[src/rtl/sink_driver_defines.vh]
// constants for the serial-in latched sink driver
// assumes a 10 MHz system clock that samples every host pin
// Behaviour
// - rising serial clock captures serial data into first chain stage
// - each later rising edge moves every stage one step toward serial out
// - serial output presents the final chain stage for cascading
// - 32 output channels with own latches, fed from two 16-bit chains
// - latch load high copies each chain stage into its latch
// - latches follow chain while load high, hold while load low
// - output gate low switches every sink driver off
// - output gate never changes latch contents
// - output gate high drives each output from its own latch
`ifndef SINK_DRIVER_DEFINES_VH
`define SINK_DRIVER_DEFINES_VH
`define CHANNELS 32
`define CHAIN_LEN 16
`define CLK_PERIOD_NS 100
`define SHIFT_TO_LOAD_NS 100
`define SHIFT_TO_LOAD_CYC (((`SHIFT_TO_LOAD_NS + `CLK_PERIOD_NS - 1) / `CLK_PERIOD_NS) < 1 ? 1 : ((`SHIFT_TO_LOAD_NS + `CLK_PERIOD_NS - 1) / `CLK_PERIOD_NS))
`define FIFO_DEPTH 8
`define LATCH_RESET 32'h00000000
`endif

[src/rtl/serial_in_latched_sink_driver.v]
// serial-in, latched, gated open-collector sink driver
// assumes host pins are asynchronous and sampled by clk
`include "sink_driver_defines.vh"
`timescale 1ns/1ps
`default_nettype none
module serial_in_latched_sink_driver #(
  parameter CHAIN_LEN = `CHAIN_LEN,
  parameter FIFO_DEPTH = `FIFO_DEPTH
) (
  input wire clk,
  input wire reset_n,
  input wire serial_clk,
  input wire serial_data,
  input wire latch_load,
  input wire output_gate,
  output wire serial_out,
  output wire [2*CHAIN_LEN-1:0] sink_on,
  output wire [2*CHAIN_LEN-1:0] sink_oe,
  output wire [2*CHAIN_LEN-1:0] latch_state
);
  localparam CH = 2 * CHAIN_LEN;

  ////////////////////////////////////////////////////////////////
  wire [3:0] pins_sync;
  bit_sync #(
    .WIDTH(4)
  ) u_sync (
    .clk(clk),
    .reset_n(reset_n),
    .async_in({output_gate, latch_load, serial_data, serial_clk}),
    .sync_out(pins_sync)
  );
  wire sclk_s = pins_sync[0];
  wire sdata_s = pins_sync[1];
  wire load_s = pins_sync[2];
  wire gate_s = pins_sync[3];

  reg sclk_prev_reg;
  always @(posedge clk or negedge reset_n) begin
    if (!reset_n) begin
      sclk_prev_reg <= 1'b0;
    end else begin
      sclk_prev_reg <= sclk_s;
    end
  end
  wire sclk_rise = sclk_s & ~sclk_prev_reg;

  ////////////////////////////////////////////////////////////////
  // captured data bits queue before entering the chain
  wire fifo_in_ready;
  wire fifo_out_data;
  wire fifo_out_valid;
  bit_fifo #(
    .WIDTH(1),
    .DEPTH(FIFO_DEPTH),
    .AW(3)
  ) u_fifo (
    .clk(clk),
    .reset_n(reset_n),
    .in_data(sdata_s),
    .in_valid(sclk_rise),
    .in_ready(fifo_in_ready),
    .out_data(fifo_out_data),
    .out_valid(fifo_out_valid),
    .out_ready(1'b1)
  );
  // chain always drains, so fifo never stalls; one entry per cycle
  wire shift_en = fifo_out_valid;

  ////////////////////////////////////////////////////////////////
  // chain 0 holds channels 0..15, chain 1 channels 16..31, cascaded
  reg [CH-1:0] chain_reg;
  reg [CH-1:0] latch_reg;
  reg serial_out_reg;

  always @(posedge clk or negedge reset_n) begin
    if (!reset_n) begin
      chain_reg <= {CH{1'b0}};
    end else if (shift_en) begin
      chain_reg <= {chain_reg[CH-2:0], fifo_out_data};
    end
  end

  always @(posedge clk or negedge reset_n) begin
    if (!reset_n) begin
      serial_out_reg <= 1'b0;
    end else begin
      serial_out_reg <= chain_reg[CH-1];
    end
  end

  // load level is transparent: latches follow chain while high
  genvar i;
  generate
    for (i = 0; i < CH; i = i + 1) begin : g_ch
      always @(posedge clk or negedge reset_n) begin
        if (!reset_n) begin
          latch_reg[i] <= 1'b0;
        end else if (load_s) begin
          latch_reg[i] <= chain_reg[i];
        end
      end
      assign sink_on[i] = gate_s & latch_reg[i];
      assign sink_oe[i] = gate_s & latch_reg[i];
    end
  endgenerate

  assign serial_out = serial_out_reg;
  assign latch_state = latch_reg;
endmodule
`default_nettype wire

[src/rtl/bit_sync.v]
// two-flop synchroniser for a group of pin levels
// assumes inputs are asynchronous to clk
`timescale 1ns/1ps
`default_nettype none
module bit_sync #(
  parameter WIDTH = 1
) (
  input wire clk,
  input wire reset_n,
  input wire [WIDTH-1:0] async_in,
  output wire [WIDTH-1:0] sync_out
);
  reg [WIDTH-1:0] meta_reg;
  reg [WIDTH-1:0] sync_reg;

  always @(posedge clk or negedge reset_n) begin
    if (!reset_n) begin
      meta_reg <= {WIDTH{1'b0}};
      sync_reg <= {WIDTH{1'b0}};
    end else begin
      meta_reg <= async_in;
      sync_reg <= meta_reg;
    end
  end

  assign sync_out = sync_reg;
endmodule
`default_nettype wire

[src/rtl/bit_fifo.v]
// synchronous fifo with valid/ready on both sides
// assumes one clock domain
`timescale 1ns/1ps
`default_nettype none
module bit_fifo #(
  parameter WIDTH = 1,
  parameter DEPTH = 8,
  parameter AW = 3
) (
  input wire clk,
  input wire reset_n,
  input wire [WIDTH-1:0] in_data,
  input wire in_valid,
  output wire in_ready,
  output wire [WIDTH-1:0] out_data,
  output wire out_valid,
  input wire out_ready
);
  reg [WIDTH-1:0] mem [0:DEPTH-1];
  reg [AW-1:0] wr_ptr_reg;
  reg [AW-1:0] rd_ptr_reg;
  reg [AW:0] count_reg;
  wire push;
  wire pop;

  assign in_ready = (count_reg != DEPTH[AW:0]);
  assign out_valid = (count_reg != {(AW+1){1'b0}});
  assign push = in_valid & in_ready;
  assign pop = out_valid & out_ready;
  assign out_data = mem[rd_ptr_reg];

  always @(posedge clk) begin
    if (push) begin
      mem[wr_ptr_reg] <= in_data;
    end
  end

  always @(posedge clk or negedge reset_n) begin
    if (!reset_n) begin
      wr_ptr_reg <= {AW{1'b0}};
      rd_ptr_reg <= {AW{1'b0}};
      count_reg <= {(AW+1){1'b0}};
    end else begin
      if (push) begin
        wr_ptr_reg <= (wr_ptr_reg == DEPTH[AW-1:0] - 1'b1) ? {AW{1'b0}} : wr_ptr_reg + 1'b1;
      end
      if (pop) begin
        rd_ptr_reg <= (rd_ptr_reg == DEPTH[AW-1:0] - 1'b1) ? {AW{1'b0}} : rd_ptr_reg + 1'b1;
      end
      if (push && !pop) begin
        count_reg <= count_reg + 1'b1;
      end else if (pop && !push) begin
        count_reg <= count_reg - 1'b1;
      end
    end
  end
endmodule
`default_nettype wire

[config.mk]
export PLATFORM = sky130hd
export DESIGN_NAME = serial_in_latched_sink_driver
export DESIGN_NICKNAME = d
export VERILOG_FILES = /design/src/rtl/serial_in_latched_sink_driver.v /design/src/rtl/bit_sync.v /design/src/rtl/bit_fifo.v
export VERILOG_INCLUDE_DIRS = /design/src /design/src/rtl
export SDC_FILE = /design/constraint.sdc
export NUM_CORES = 1
export LEC_CHECK = 0
export BUFFER_PORTS_ARGS = -buffer_cell sky130_fd_sc_hd__buf_2
export CORE_ASPECT_RATIO = 1.5
export CORE_UTILIZATION = 55
export CTS_BUF_LIST = sky130_fd_sc_hd__clkbuf_8
export DETAILED_ROUTE_END_ITERATION = 6
export MAX_ROUTING_LAYER = met4
export PLACE_DENSITY = 0.85
export SETUP_SLACK_MARGIN = 0.4
export SLEW_MARGIN = 10
export SYNTH_ARGS = -nofsm -noshare
export SYNTH_HDL_FRONTEND = slang
export SYNTH_SLANG_ARGS = --single-unit
[constraint.sdc]
create_clock -name clk -period 3.9 [get_ports clk]
set_clock_uncertainty 0.05 [all_clocks]
set_input_delay 0.78 -clock clk [delete_from_list [all_inputs] [get_ports clk]]
set_output_delay 0.78 -clock clk [all_outputs]
set_load 0.05 [all_outputs]
---- Word level (Yosys, flattened, before mapping) ----
Memory sizes are Yosys's and may differ from the RTL's. A register that Yosys moved wholly into a read port is not among the register bits.
Index checks and enable logic that the tools add are counted.
word-level totals
  flip-flop bits (word level) ............. 84
  memory bits (writable) .................. 8
  bits of input ports ..................... 6
  output and inout port bits .............. 97
  word-level logic and storage cells ...... 96
  memories kept ........................... 1
operators by class
  add/sub/neg operators ................... 4
  equal/unequal tests ..................... 3
  multiplexer cells ....................... 6
  bitwise gates (word level) .............. 35
  reduce and logical (&&, ||, !) cells .... 7
memories
  memory      words  bits a word  read ports  clocked after Yosys merged registers in  write ports  line           RTL
  u_fifo.mem  8      1            1           1                                        1            bit_fifo.v:19  reg [WIDTH-1:0] mem [0:DEPTH-1];
operators with widths
  kind                                              number
  bitwise AND 1 bit                                 34
  2-to-1 mux 4 bit                                  2
  adder 3 x 1 -> 3 bit, second input constant       2
  equality test 3 bit, second input constant        2
  2-to-1 mux 3 bit                                  2
  adder 4 x 1 -> 4 bit, second input constant       1
  inequality test 4 bit, second input constant      1
  nonzero test 4 bit                                1
  subtractor 4 x 1 -> 4 bit, second input constant  1
  zero test 1 bit                                   3
  logical AND 1 bit                                 2
  2-to-1 mux 1 bit                                  2
  nonzero test 2 bit                                1
  NOT 1 bit                                         1

---- Longest topological paths before layout ----
Gate-level depths: netlist (run 1).
  depth in word-level cells ............... 7
  mapped depth ............................ 11
  gate-level depth less buffers ........... 9

---- Cells and area by module ----
A second synthesis (run 1) with hierarchy kept.
second synthesis, totals
  cells, all modules ...................... 292
  area total of the unflattened synthesis .. 4414.2 µm²
modules (own cells, without submodules)
  module                         times used  cells each  area each (µm²)  sequential area each (µm²)
  serial_in_latched_sink_driver  1           207         3201.8           1651.6
  bit_fifo                       1           77          1012.2           490.5
  bit_sync                       1           8           200.2            200.2

---- Worst setup path before layout (run 1) ----
OpenSTA, ideal clock, no wires.
  kind .................................... reg2reg
  from .................................... register u_fifo.count_reg[0]
  to ...................................... register u_fifo.count_reg[3]
  library setup time ...................... 0.136 ns
  arrival ................................. 2.330 ns
  required time ........................... 3.714 ns
  path slack .............................. 1.384 ns
  cell stages (with the launch flop) ...... 11
  buffers on the path ..................... 3
  clock period less this slack ............ 2.516 ns
  cell sequence ........................... dfrtp_1 buf_6 nor4_4 buf_6 buf_6 ha_1 inv_1 ha_1 a21o_1 a2111oi_0 o31ai_1
between the ends
  word-level cells in the longest chain between the ends .. 5
  elaborated cells between the ends (all ways) .. 12
  classes of those cells .................. 2 x add/sub; 1 x eq/ne; 2 x mux; 1 x bitwise; 6 x reduce/logical
ends and longest elaborated chain
  element                                                                            line           RTL
  start: declaration                                                                 bit_fifo.v:22  reg [AW:0] count_reg;
  start signal: assignment                                                           bit_fifo.v:42  count_reg <= {(AW+1){1'b0}};
  start signal: assignment                                                           bit_fifo.v:51  count_reg <= count_reg + 1'b1;
  start signal: assignment                                                           bit_fifo.v:53  count_reg <= count_reg - 1'b1;
  parallel branches: the longest is 5 deep, another holds subtractor 4 x 1 -> 4 bit  n/a
Several ways; the timed one is not identified. The select of a mux whose other input is x is not followed.
A chain may end at the register's enable or synchronous reset.

---- Final worst setup path (run 1) ----
  from .................................... register u_fifo.count_reg[0]
  to ...................................... register u_fifo.count_reg[3]
between the ends
  word-level cells in the longest chain between the ends .. 5
  elaborated cells between the ends (all ways) .. 12
  classes of those cells .................. 2 x add/sub; 1 x eq/ne; 2 x mux; 1 x bitwise; 6 x reduce/logical
ends and longest elaborated chain
  element                              line           RTL
  inequality test 4 bit (*)            bit_fifo.v:26  assign in_ready = (count_reg != DEPTH[AW:0]);
  bitwise AND 1 bit (*)                bit_fifo.v:28  assign push = in_valid & in_ready;
  via u_fifo.push                      bit_fifo.v:23  wire push;
  zero test 1 bit                      bit_fifo.v:52  end else if (pop && !push) begin
  logical AND 1 bit                    bit_fifo.v:52
  nonzero test 2 bit (no source line)  n/a
The timed path passes the listed nets; every way through them passes the cells marked *. The select of a mux whose other input is x is not followed.

==> impl_metrics.xml, run 1 <==
<?xml version="1.0" encoding="UTF-8"?>
<metrics>
  <group name="critical_path">
    <metric name="timing.critical_path.fanout_max" unit="">6</metric>
    <metric name="kind_of_launch_point_of_the_worst_setup_path" unit="">flip-flop</metric>
    <metric name="cp-startpoint" unit="">u_fifo.count_reg[0]$_DFFE_PN0P_</metric>
    <metric name="crit_path_end_kind" unit="">flip-flop</metric>
    <metric name="worstPathRequired" unit="ps">4050</metric>
    <metric name="arrival_time_at_the_worst_endpoint" unit="ps">2750</metric>
    <metric name="r2r_start" unit="">u_fifo.count_reg[0]$_DFFE_PN0P_</metric>
    <metric name="criticalPathCategory" unit="">reg2reg</metric>
  </group>
  <group name="cts">
    <metric name="clkTransAtPathRegs" unit="ps">80</metric>
    <metric name="insertion_delay" unit="ps">340</metric>
    <metric name="cts_sinks" unit="">92</metric>
    <metric name="numCtsBuffers" unit="">9</metric>
    <metric name="tritoncts" unit="">done</metric>
    <metric name="post-cts-setup-buffers" unit="">0</metric>
    <metric name="clock_tree.htree_level_count" unit="">3</metric>
    <metric name="ctsResizeCount" unit="">0</metric>
    <metric name="cts_hold_buffers" unit="">0</metric>
    <metric name="clk_root_buffer_cell" unit="">sky130_fd_sc_hd__clkbuf_8</metric>
    <metric name="ctsLongestPathBuffers" unit="">2</metric>
  </group>
  <group name="drt">
    <metric name="via_count" unit="">2285</metric>
    <metric name="antenna_left" unit="">0</metric>
    <metric name="avgRoutedWirePerCell" unit="um">13.4</metric>
    <metric name="viasPerCell" unit="">4.96</metric>
    <metric name="drt_first_iter_violations" unit="">119</metric>
    <metric name="drt_first_pass_iters" unit="">4</metric>
    <metric name="drc_violation_count_after_routing" unit="">0</metric>
    <metric name="postRouteWirelength" unit="um">6160</metric>
  </group>
  <group name="placement">
    <metric name="dp.final_hpwl" unit="um">4170</metric>
    <metric name="placement.io_buffers" unit="">102</metric>
    <metric name="gp_congestion" unit="">0.720</metric>
    <metric name="detailedPlace.worstSlack" unit="ps">1330</metric>
  </group>
  <group name="yosys">
    <metric name="synth_async_reset_ratio" unit="%">91.3</metric>
    <metric name="synth_area_leader_cell" unit="">sky130_fd_sc_hd__dfrtp_1</metric>
    <metric name="multiplexer_share_of_the_synthesized_area" unit="%">20.7</metric>
    <metric name="synth.yosys.seq_area_share" unit="%">58.0</metric>
    <metric name="syn_area_per_cell" unit="sq um">13.9</metric>
    <metric name="combinational_family_with_the_most_area_after_synthesis" unit="">multiplexers</metric>
    <metric name="ys_dominant_reg_cell" unit="">sky130_fd_sc_hd__dfrtp_1</metric>
    <metric name="synth-compound-area-share" unit="%">1.61</metric>
    <metric name="netlist_top_cells_count" unit="">84 x sky130_fd_sc_hd__dfrtp_1, 51 x sky130_fd_sc_hd__mux2_2, 34 x sky130_fd_sc_hd__buf_4, 32 x sky130_fd_sc_hd__and2_1, 17 x sky130_fd_sc_hd__mux2_1</metric>
    <metric name="syn_inst" unit="">291</metric>
    <metric name="ys_ff_latch" unit="">92</metric>
    <metric name="synth.yosys.warnings" unit="">0</metric>
    <metric name="adder_cell_share_of_the_synthesized_area" unit="%">2.17</metric>
    <metric name="synth_top_area_share" unit="%">52.0</metric>
    <metric name="yosys.cell_types.count" unit="">28</metric>
    <metric name="post-synth-top-count-cell" unit="">sky130_fd_sc_hd__dfrtp_1</metric>
    <metric name="post_synth_main_area_contributors" unit="">sky130_fd_sc_hd__dfrtp_1 52%, sky130_fd_sc_hd__mux2_2 14%, sky130_fd_sc_hd__buf_4 6.3%</metric>
    <metric name="post_synth_instance_area" unit="sq um">4040</metric>
    <metric name="synthXorXnorAreaFrac" unit="%">0.650</metric>
    <metric name="synth_nets" unit="">304</metric>
    <metric name="post_synth_and_or_nand_nor_area_fraction" unit="%">8.42</metric>
    <metric name="number_of_flops_mapped_to_enable_cells_by_yosys" unit="">8</metric>
  </group>
  <group name="sta">
    <metric name="tightestPinTransition" unit="ps">1010</metric>
    <metric name="period_share" unit="%">66.8</metric>
    <metric name="grt_setup_unrepaired" unit="">no</metric>
    <metric name="final_critical_delay_including_setup_and_external_delays" unit="ps">2600</metric>
    <metric name="setup_slack" unit="ps">1300</metric>
    <metric name="clock.fmax" unit="MHz">384</metric>
    <metric name="max_slew_margin" unit="%">32.6</metric>
    <metric name="setup_viol" unit="">0</metric>
    <metric name="total_negative_setup_slacks" unit="ps">0</metric>
    <metric name="report.final.slew_viol_count" unit="">0</metric>
    <metric name="hold_fails_final_rpt" unit="">0</metric>
  </group>
  <group name="floorplanning">
    <metric name="initial_utilization" unit="%">57.8</metric>
    <metric name="coreArea" unit="sq um">6990</metric>
    <metric name="floorplan.die.height" unit="um">107</metric>
    <metric name="die_area" unit="sq um">7700</metric>
    <metric name="core.rowCount" unit="">37</metric>
    <metric name="die_w" unit="um">72.0</metric>
    <metric name="design.portCount" unit="">103</metric>
  </group>
  <group name="run_status">
    <metric name="status" unit="">complete, no violations</metric>
  </group>
  <group name="run">
    <metric name="maxCapViolations" unit="">0</metric>
  </group>
  <group name="layout">
    <metric name="n_antenna_cell" unit="">0</metric>
    <metric name="area_delta_synth_final" unit="%">13.0</metric>
    <metric name="post_route_cells_drive_above_1_share" unit="%">47.5</metric>
    <metric name="num-nets-final" unit="">372</metric>
  </group>
  <group name="global_routing">
    <metric name="number_of_global_route_vias_before_repair" unit="">2280</metric>
    <metric name="track_usage" unit="%">17.8</metric>
    <metric name="grt_first_pass_wirelength" unit="um">10300</metric>
    <metric name="grt_remaining_overflow" unit="">0</metric>
    <metric name="initial_antenna_violation_count" unit="">0</metric>
    <metric name="grt_max_degree" unit="">85</metric>
  </group>
  <group name="worst_hold_path">
    <metric name="min_path_type" unit="">reg2reg</metric>
    <metric name="timing.hold.worst.start" unit="">u_sync.meta_reg[3]$_DFF_PN0_</metric>
  </group>
</metrics>
## stage by stage
stage | hold WS (ps) | instance area, sq um | util (%) | instances
final | 300 | 4570 | 65.3 | 461
after detailed placement | 285 | 4350 | 62.3 | 445
after floorplan | 281 | 4040 | - | 291
after global routing | 310 | 4570 | 65.3 | 461
after CTS | 304 | 4570 | 65.3 | 461
after global placement | 282 | 4350 | 62.3 | 445
## metal layers
| layer | share of wire [%] | track usage [%] |
|---|---|---|
| met1 | 41 | 20.0 |
| met2 | 54 | 31.1 |
| met3 | 3.3 | 3.20 |
| met4 | 1.2 | 7.00 |
| met5 | 0 | - |
## critical path, stage by stage, from the launching register on
cell and delay, ps:
sky130_fd_sc_hd__dfrtp_1 500, sky130_fd_sc_hd__nor3_1 120, sky130_fd_sc_hd__a21oi_2 290, sky130_fd_sc_hd__ha_1 280, sky130_fd_sc_hd__inv_1 110, sky130_fd_sc_hd__ha_1 330, sky130_fd_sc_hd__a21o_1 220, sky130_fd_sc_hd__a2111oi_0 420
sky130_fd_sc_hd__o31ai_1 160
## placed cells by master, fill, tap and decap left out, types with 3 or more instances in the layout
master and n:
sky130_fd_sc_hd__dfrtp_1 84, sky130_fd_sc_hd__nor3_1 7, sky130_fd_sc_hd__edfxtp_1 8, sky130_fd_sc_hd__nor3b_1 4, sky130_fd_sc_hd__mux2_2 51, sky130_fd_sc_hd__clkbuf_8 12, sky130_fd_sc_hd__nor2_1 4, sky130_fd_sc_hd__ha_1 7
sky130_fd_sc_hd__buf_4 3, sky130_fd_sc_hd__and2_1 32, sky130_fd_sc_hd__mux2i_1 5, sky130_fd_sc_hd__mux2_1 17, sky130_fd_sc_hd__buf_2 101, sky130_fd_sc_hd__o21ai_0 4, sky130_fd_sc_hd__nand2_1 7
## cells by family (layout without fill, tap and decap cells)
logic type,after synthesis,in the layout
flip-flops,92,92
XOR/XNOR,3,3
AO/OA/AOI/OAI,10,10
buffers and inverters,48,121
adder cells (fa/ha/maj),7,7
AND/OR/NAND/NOR,57,57
multiplexers,74,74
## final cells by class
type	count	area, sq um
Fill cell	519	2420
Sequential cell	92	2340
Multi-Input combinational cell	151	1360
Timing Repair Buffer	104	528
Clock buffer	12	165
Tap cell	97	121
Clock inverter	4	47.5
Inverter	1	3.75
## final timing paths
check | depth (start not counted) | slack (ps) | endpoint
worst min register to register | 0 | 300 | u_sync.sync_out[3]$_DFF_PN0_
worst min-delay path | 0 | 300 | u_sync.sync_out[3]$_DFF_PN0_
worst max-delay path | 8 | 1300 | u_fifo.count_reg[3]$_DFFE_PN0P_
min in group asynchronous | 1 | 530 | u_sync.meta_reg[1]$_DFF_PN0_
worst max register to register | 8 | 1300 | u_fifo.count_reg[3]$_DFFE_PN0P_
max in group asynchronous | 1 | 2580 | latch_state[18]$_DFFE_PN0P_
Power of run 1 is not shown: default switching activity piles up to over one toggle a cycle in this logic, so the estimate is an artifact.
==> inputs of run 2 (changes only) <==
==> constraint.sdc (replaced) <==
create_clock -name clk -period 2.6 [get_ports clk]
set_clock_uncertainty 0.05 [all_clocks]
set_input_delay 0.52 -clock clk [delete_from_list [all_inputs] [get_ports clk]]
set_output_delay 0.52 -clock clk [all_outputs]
set_load 0.05 [all_outputs]
==> run 2 against run 1 <==
- global-route usage grew 0.50 points
- critical path type unchanged
- largest cell class unchanged
- highest routed layer unchanged
- critical path depth is the same
- hold slack lost 180 ps
==> impl_metrics.xml, run 2 (synthesis gave the netlist of run 1 again) <==
<?xml version="1.0" encoding="UTF-8"?>
<metrics>
  <group name="layout">
    <metric name="area_delta_synth_final" unit="%">16.1</metric>
    <metric name="multi_input_area" unit="sq um">1400</metric>
    <metric name="n_antenna_cell" unit="">0</metric>
    <metric name="layout.cells.most_common_list" unit="">101 x sky130_fd_sc_hd__buf_2, 81 x sky130_fd_sc_hd__dfrtp_1, 51 x sky130_fd_sc_hd__mux2_2</metric>
    <metric name="regArea" unit="sq um">2350</metric>
    <metric name="fill_count" unit="">494</metric>
    <metric name="num-nets-final" unit="">381</metric>
    <metric name="layout_commonest_cell" unit="">sky130_fd_sc_hd__buf_2</metric>
    <metric name="stdcell_area" unit="sq um">4690</metric>
    <metric name="post_route_cells_drive_above_1_share" unit="%">51.5</metric>
    <metric name="layout.cells.non_filler" unit="">470</metric>
  </group>
  <group name="critical_path">
    <metric name="arrival_time_at_the_worst_endpoint" unit="ps">2350</metric>
    <metric name="crit_top_cell" unit="">sky130_fd_sc_hd__ha_4</metric>
    <metric name="criticalPathCategory" unit="">reg2reg</metric>
    <metric name="crit_path_top_delay_cell" unit="">sky130_fd_sc_hd__dfrtp_2</metric>
    <metric name="timing.critical_path.cells" unit="">nor4_4, ha_4, inv_2, ha_4, a21o_1, a21oi_2, mux2i_1, o31ai_1</metric>
    <metric name="timing.critical_path.buf_inv" unit="">1</metric>
    <metric name="timing.critical_path.fanout_max" unit="">5</metric>
    <metric name="crit_path_end_kind" unit="">flip-flop</metric>
    <metric name="worstPathRequired" unit="ps">2760</metric>
    <metric name="kind_of_launch_point_of_the_worst_setup_path" unit="">flip-flop</metric>
    <metric name="crit_family" unit="">flip-flops</metric>
    <metric name="cpPeakStageDelay" unit="ps">470</metric>
  </group>
  <group name="drt">
    <metric name="highest_metal_layer_with_signal_wires" unit="">met4</metric>
    <metric name="route.layer.met1.wl" unit="um">2630</metric>
    <metric name="wl_met2" unit="um">3500</metric>
    <metric name="postRouteWirelength" unit="um">6430</metric>
    <metric name="drt_first_iter_violations" unit="">92</metric>
    <metric name="drc_violation_count_after_routing" unit="">0</metric>
    <metric name="viasPerCell" unit="">5.02</metric>
    <metric name="drt_first_pass_iters" unit="">4</metric>
    <metric name="met3RoutedLength" unit="um">225</metric>
    <metric name="avgRoutedWirePerCell" unit="um">13.7</metric>
    <metric name="antenna_left" unit="">0</metric>
    <metric name="via_count" unit="">2361</metric>
  </group>
  <group name="cts">
    <metric name="ctsLongestPathBuffers" unit="">2</metric>
    <metric name="cts_sinks" unit="">92</metric>
    <metric name="clkTransAtPathRegs" unit="ps">90</metric>
    <metric name="tritoncts" unit="">done</metric>
    <metric name="clk_root_buffer_cell" unit="">sky130_fd_sc_hd__clkbuf_8</metric>
    <metric name="numCtsBuffers" unit="">9</metric>
    <metric name="insertion_delay" unit="ps">350</metric>
    <metric name="clock_tree.htree_level_count" unit="">3</metric>
  </group>
  <group name="sta">
    <metric name="report.final.slew_viol_count" unit="">0</metric>
    <metric name="final_critical_delay_including_setup_and_external_delays" unit="ps">2190</metric>
    <metric name="tightestPinTransition" unit="ps">585</metric>
    <metric name="total_negative_setup_slacks" unit="ps">0</metric>
    <metric name="setup_viol" unit="">0</metric>
    <metric name="period_share" unit="%">84.3</metric>
    <metric name="clock.fmax" unit="MHz">456</metric>
    <metric name="max_slew_margin" unit="%">61.0</metric>
    <metric name="hold_fails_final_rpt" unit="">0</metric>
    <metric name="setup_slack" unit="ps">409</metric>
    <metric name="grt_setup_unrepaired" unit="">yes</metric>
  </group>
  <group name="global_routing">
    <metric name="grt_max_degree" unit="">49</metric>
    <metric name="grt_remaining_overflow" unit="">0</metric>
    <metric name="track_usage" unit="%">18.3</metric>
    <metric name="initial_antenna_violation_count" unit="">0</metric>
    <metric name="number_of_global_route_vias_before_repair" unit="">2236</metric>
    <metric name="grt_first_pass_wirelength" unit="um">10400</metric>
  </group>
  <group name="placement">
    <metric name="dp.final_hpwl" unit="um">4350</metric>
    <metric name="placed_cells" unit="">448</metric>
    <metric name="detailedPlace.worstSlack" unit="ps">305</metric>
    <metric name="gp_congestion" unit="">0.771</metric>
    <metric name="dpl_cell_area" unit="sq um">4410</metric>
    <metric name="placement.io_buffers" unit="">102</metric>
  </group>
  <group name="worst_hold_path">
    <metric name="min_path_type" unit="">in2async</metric>
  </group>
  <group name="floorplanning">
    <metric name="die_w" unit="um">72.0</metric>
    <metric name="design.portCount" unit="">103</metric>
    <metric name="floorplan.die.height" unit="um">107</metric>
    <metric name="coreArea" unit="sq um">6990</metric>
    <metric name="initial_utilization" unit="%">57.8</metric>
    <metric name="core.rowCount" unit="">37</metric>
    <metric name="die_area" unit="sq um">7700</metric>
  </group>
  <group name="run">
    <metric name="maxCapViolations" unit="">0</metric>
  </group>
  <group name="run_status">
    <metric name="status" unit="">complete, no violations</metric>
  </group>
</metrics>
==> run 2: changes by cell type in the layout (fill, tap and decap cells not counted), sizes merged <==
cell	before	now
buf	104	113
clkbuf	12	9
bufinv	1	2
clkinv	0	1
inv	3	4
==> run 2: stage by stage <==
step | utilization, % | hold slack (ps)
2_1_floorplan | - | 174
3_3_place_gp | 63.1 | 284
3_5_place_dp | 63.1 | 285
4_1_cts | 66.5 | 135
5_1_grt | 67.1 | 163
6_report | 67.1 | 121
==> run 2: cell type report <==
| class | instances | share of cell area (%) |
|---|---|---|
| clock buffers | 9 | 2.64 |
| clock inverters | 7 | 2.05 |
| inverters | 1 | 0.0800 |
| multi-input cells | 151 | 29.9 |
| flip-flops and latches | 92 | 50.0 |
| well taps | 97 | 2.59 |
| repair buffers | 113 | 12.7 |
==> run 2: per-layer routing <==
metal	up-vias	global-route usage (%)
li1	1117	-
met1	1168	21.2
met2	70	31.1
met3	6	2.82
met4	0	8.40
met5	-	-
==> run 2: path summary, 6_finish.rpt <==
path / start / to / slack (ps) / depth (start not counted)
max in group asynchronous: reset_n / chain_reg[8]$_DFFE_PN0P_ / 1690 / 2
worst max register to register: u_fifo.count_reg[3]$_DFFE_PN0P_ / u_fifo.count_reg[3]$_DFFE_PN0P_ / 410 / 8
min in group clk: serial_clk / u_sync.meta_reg[0]$_DFF_PN0_ / 230 / 1
worst min-delay path: reset_n / latch_state[22]$_DFFE_PN0P_ / 120 / 1
worst min register to register: u_sync.meta_reg[1]$_DFF_PN0_ / u_sync.sync_out[1]$_DFF_PN0_ / 300 / 0
worst max-delay path: u_fifo.count_reg[3]$_DFFE_PN0P_ / u_fifo.count_reg[3]$_DFFE_PN0P_ / 410 / 8
==> run 2: timing repair <==
item                       4_1_cts  5_1_grt
pin swaps                        2        2
gates resized for setup          1        3
hold buffers                     0        0
setup endpoints to repair        1        1
setup buffers                    2        4
Power of run 2 is left out for the same reason.
==> inputs of run 3 (changes only) <==
==> constraint.sdc (replaced) <==
create_clock -name clk -period 2.1 [get_ports clk]
set_clock_uncertainty 0.05 [all_clocks]
set_input_delay 0.42 -clock clk [delete_from_list [all_inputs] [get_ports clk]]
set_output_delay 0.42 -clock clk [all_outputs]
set_load 0.05 [all_outputs]
==> run 3 against run 2 <==
- the run now ends with setup timing left
- flip-flop and latch count unchanged
- global-route usage up 9.4 points
- final cell count up 2.3%
- first-iteration DRC count up 87%
- sequential share of layout area down 7.5 points
- count of clock-buffer cells in the layout unchanged
- non-clock buffer count up 11
- critical path depth unchanged
- utilization up 13 points
- critical path type unchanged
==> impl_metrics.xml, run 3 (synthesis gave the netlist of run 1 again) <==
<?xml version="1.0" encoding="UTF-8"?>
<metrics>
  <group name="run">
    <metric name="maxCapViolations" unit="">0</metric>
  </group>
  <group name="layout">
    <metric name="stdcell_area" unit="sq um">5610</metric>
    <metric name="post_route_cells_drive_above_1_share" unit="%">70.3</metric>
    <metric name="num-nets-final" unit="">392</metric>
    <metric name="layout.cells.most_common_list" unit="">64 x sky130_fd_sc_hd__buf_8, 51 x sky130_fd_sc_hd__mux2_2, 49 x sky130_fd_sc_hd__dfrtp_1</metric>
    <metric name="area_delta_synth_final" unit="%">38.9</metric>
    <metric name="n_antenna_cell" unit="">0</metric>
    <metric name="layout.cells.non_filler" unit="">481</metric>
    <metric name="layout_commonest_cell" unit="">sky130_fd_sc_hd__buf_8</metric>
  </group>
  <group name="global_routing">
    <metric name="grt_max_degree" unit="">48</metric>
    <metric name="grt_first_pass_wirelength" unit="um">15100</metric>
    <metric name="grt_remaining_overflow" unit="">0</metric>
    <metric name="number_of_global_route_vias_before_repair" unit="">2765</metric>
    <metric name="initial_antenna_violation_count" unit="">0</metric>
    <metric name="track_usage" unit="%">27.6</metric>
  </group>
  <group name="floorplanning">
    <metric name="coreArea" unit="sq um">6990</metric>
    <metric name="die_area" unit="sq um">7700</metric>
    <metric name="design.portCount" unit="">103</metric>
    <metric name="core.rowCount" unit="">37</metric>
    <metric name="initial_utilization" unit="%">57.8</metric>
    <metric name="die_w" unit="um">72.0</metric>
    <metric name="floorplan.die.height" unit="um">107</metric>
  </group>
  <group name="placement">
    <metric name="dpl_cell_area" unit="sq um">4540</metric>
    <metric name="placed_cells" unit="">452</metric>
    <metric name="dp.final_hpwl" unit="um">4530</metric>
    <metric name="placement.io_buffers" unit="">102</metric>
    <metric name="detailedPlace.worstSlack" unit="ps">-127</metric>
    <metric name="gp_congestion" unit="">0.695</metric>
  </group>
  <group name="critical_path">
    <metric name="worst-r2r-setup-slack" unit="ps">-110</metric>
    <metric name="arrival_time_at_the_worst_endpoint" unit="ps">2380</metric>
    <metric name="timing.critical_path.fanout_max" unit="">3</metric>
    <metric name="criticalPathCategory" unit="">reg2reg</metric>
    <metric name="kind_of_launch_point_of_the_worst_setup_path" unit="">flip-flop</metric>
    <metric name="crit_path_end_kind" unit="">flip-flop</metric>
    <metric name="worstPathRequired" unit="ps">2270</metric>
    <metric name="crit-reg2reg-capture" unit="">u_fifo.count_reg[3]$_DFFE_PN0P_</metric>
    <metric name="reg2regPathDepth" unit="">8</metric>
    <metric name="r2r_start" unit="">u_fifo.count_reg[1]$_DFFE_PN0P_</metric>
  </group>
  <group name="cts">
    <metric name="tritoncts" unit="">done</metric>
    <metric name="cts_sinks" unit="">92</metric>
    <metric name="clkTransAtPathRegs" unit="ps">90</metric>
    <metric name="ctsLongestPathBuffers" unit="">2</metric>
    <metric name="clock_tree.htree_level_count" unit="">3</metric>
    <metric name="numCtsBuffers" unit="">9</metric>
    <metric name="clk_root_buffer_cell" unit="">sky130_fd_sc_hd__clkbuf_8</metric>
    <metric name="insertion_delay" unit="ps">370</metric>
  </group>
  <group name="drt">
    <metric name="drc_violation_count_after_routing" unit="">0</metric>
    <metric name="drt_first_pass_iters" unit="">4</metric>
    <metric name="drt_first_iter_violations" unit="">172</metric>
    <metric name="antenna_left" unit="">0</metric>
    <metric name="viasPerCell" unit="">5.39</metric>
    <metric name="via_count" unit="">2594</metric>
    <metric name="postRouteWirelength" unit="um">9560</metric>
    <metric name="avgRoutedWirePerCell" unit="um">19.9</metric>
  </group>
  <group name="sta">
    <metric name="hold_fails_final_rpt" unit="">0</metric>
    <metric name="report.final.slew_viol_count" unit="">0</metric>
    <metric name="setup_viol" unit="">1</metric>
    <metric name="grt_setup_unrepaired" unit="">yes</metric>
    <metric name="max_slew_margin" unit="%">67.5</metric>
    <metric name="period_share" unit="%">105</metric>
    <metric name="final_critical_delay_including_setup_and_external_delays" unit="ps">2210</metric>
    <metric name="clock.fmax" unit="MHz">453</metric>
    <metric name="setup_slack" unit="ps">-109</metric>
    <metric name="tightestPinTransition" unit="ps">487</metric>
  </group>
  <group name="run_status">
    <metric name="failed_checks" unit="">setup timing</metric>
    <metric name="status" unit="">finished with violations</metric>
  </group>
  <group name="worst_hold_path">
    <metric name="min_path_type" unit="">in2reg</metric>
    <metric name="timing.hold.worst_path_depth" unit="">1</metric>
    <metric name="whs_endpoint" unit="">u_sync.meta_reg[0]$_DFF_PN0_</metric>
    <metric name="timing.hold.worst.start" unit="">serial_clk</metric>
  </group>
</metrics>
## run 3: cell types whose count changed in the layout (fill, tap and decap cells not counted), sizes merged
cell,before,now
buf,113,123
clkinvlp,1,2
dlygate4sd3,0,1
inv,4,3
## run 3: stage by stage
| step | hold slack, ps | util [%] | setup TNS [ps] |
|---|---|---|---|
| final | 117 | 80.3 | -109 |
| after global routing | 97.4 | 80.3 | -146 |
| after CTS | 103 | 79.8 | -62.2 |
| after floorplan | 74.4 | - | -111 |
| after detailed placement | 288 | 64.9 | -127 |
| after global placement | 283 | 64.9 | 0 |
## run 3: worst max-delay path by stage
| stage | from | end | slack [ps] | depth (start not counted) |
|---|---|---|---|---|
| after floorplan | u_fifo.count_reg[3]$_DFFE_PN0P_ | u_fifo.count_reg[3]$_DFFE_PN0P_ | -110 | 8 |
| after global placement | u_fifo.count_reg[1]$_DFFE_PN0P_ | u_fifo.count_reg[3]$_DFFE_PN0P_ | 100 | 8 |
| after detailed placement | u_fifo.count_reg[1]$_DFFE_PN0P_ | u_fifo.count_reg[3]$_DFFE_PN0P_ | -130 | 8 |
| after CTS | u_fifo.count_reg[0]$_DFFE_PN0P_ | u_fifo.count_reg[3]$_DFFE_PN0P_ | -60 | 8 |
| after global routing | u_fifo.count_reg[1]$_DFFE_PN0P_ | u_fifo.count_reg[3]$_DFFE_PN0P_ | -150 | 8 |
| final | u_fifo.count_reg[1]$_DFFE_PN0P_ | u_fifo.count_reg[3]$_DFFE_PN0P_ | -110 | 8 |
## run 3: layout make-up
class,count,area (sq um)
inverters,1,6.26
well taps,97,121
flip-flops and latches,92,2390
repair buffers,124,1370
fillers,324,1380
multi-input cells,151,1510
clock buffers,9,124
clock inverters,7,92.6
## run 3: repair_timing
action                                  in CTS  in global routing
resized for setup                          242                  5
endpoints found under the setup margin     101                105
hold buffers                                 1                  0
cloned                                       4                  0
pin swaps                                    8                  4
hold endpoints to repair                    37                  0
setup buffers                                7                  1
## run 3: metal layers
metal  track usage [%]  share of wire (%)  vias up
met2              48.2                 57      105
met4              10.8                2.2        0
met3              4.98                3.9       18
li1                  -                  -     1141
met5                 -                  0        -
met1              31.3                 37     1330
## run 3: worst max-delay path: stages, from the launching register on
cell	delay [ps]
sky130_fd_sc_hd__dfrtp_2	450
sky130_fd_sc_hd__nor4_4	350
sky130_fd_sc_hd__ha_4	210
sky130_fd_sc_hd__inv_4	40
sky130_fd_sc_hd__ha_4	210
sky130_fd_sc_hd__a21o_1	200
sky130_fd_sc_hd__a21oi_2	180
sky130_fd_sc_hd__mux2i_1	260
sky130_fd_sc_hd__o31ai_1	120
Power of run 3 is left out for the same reason.
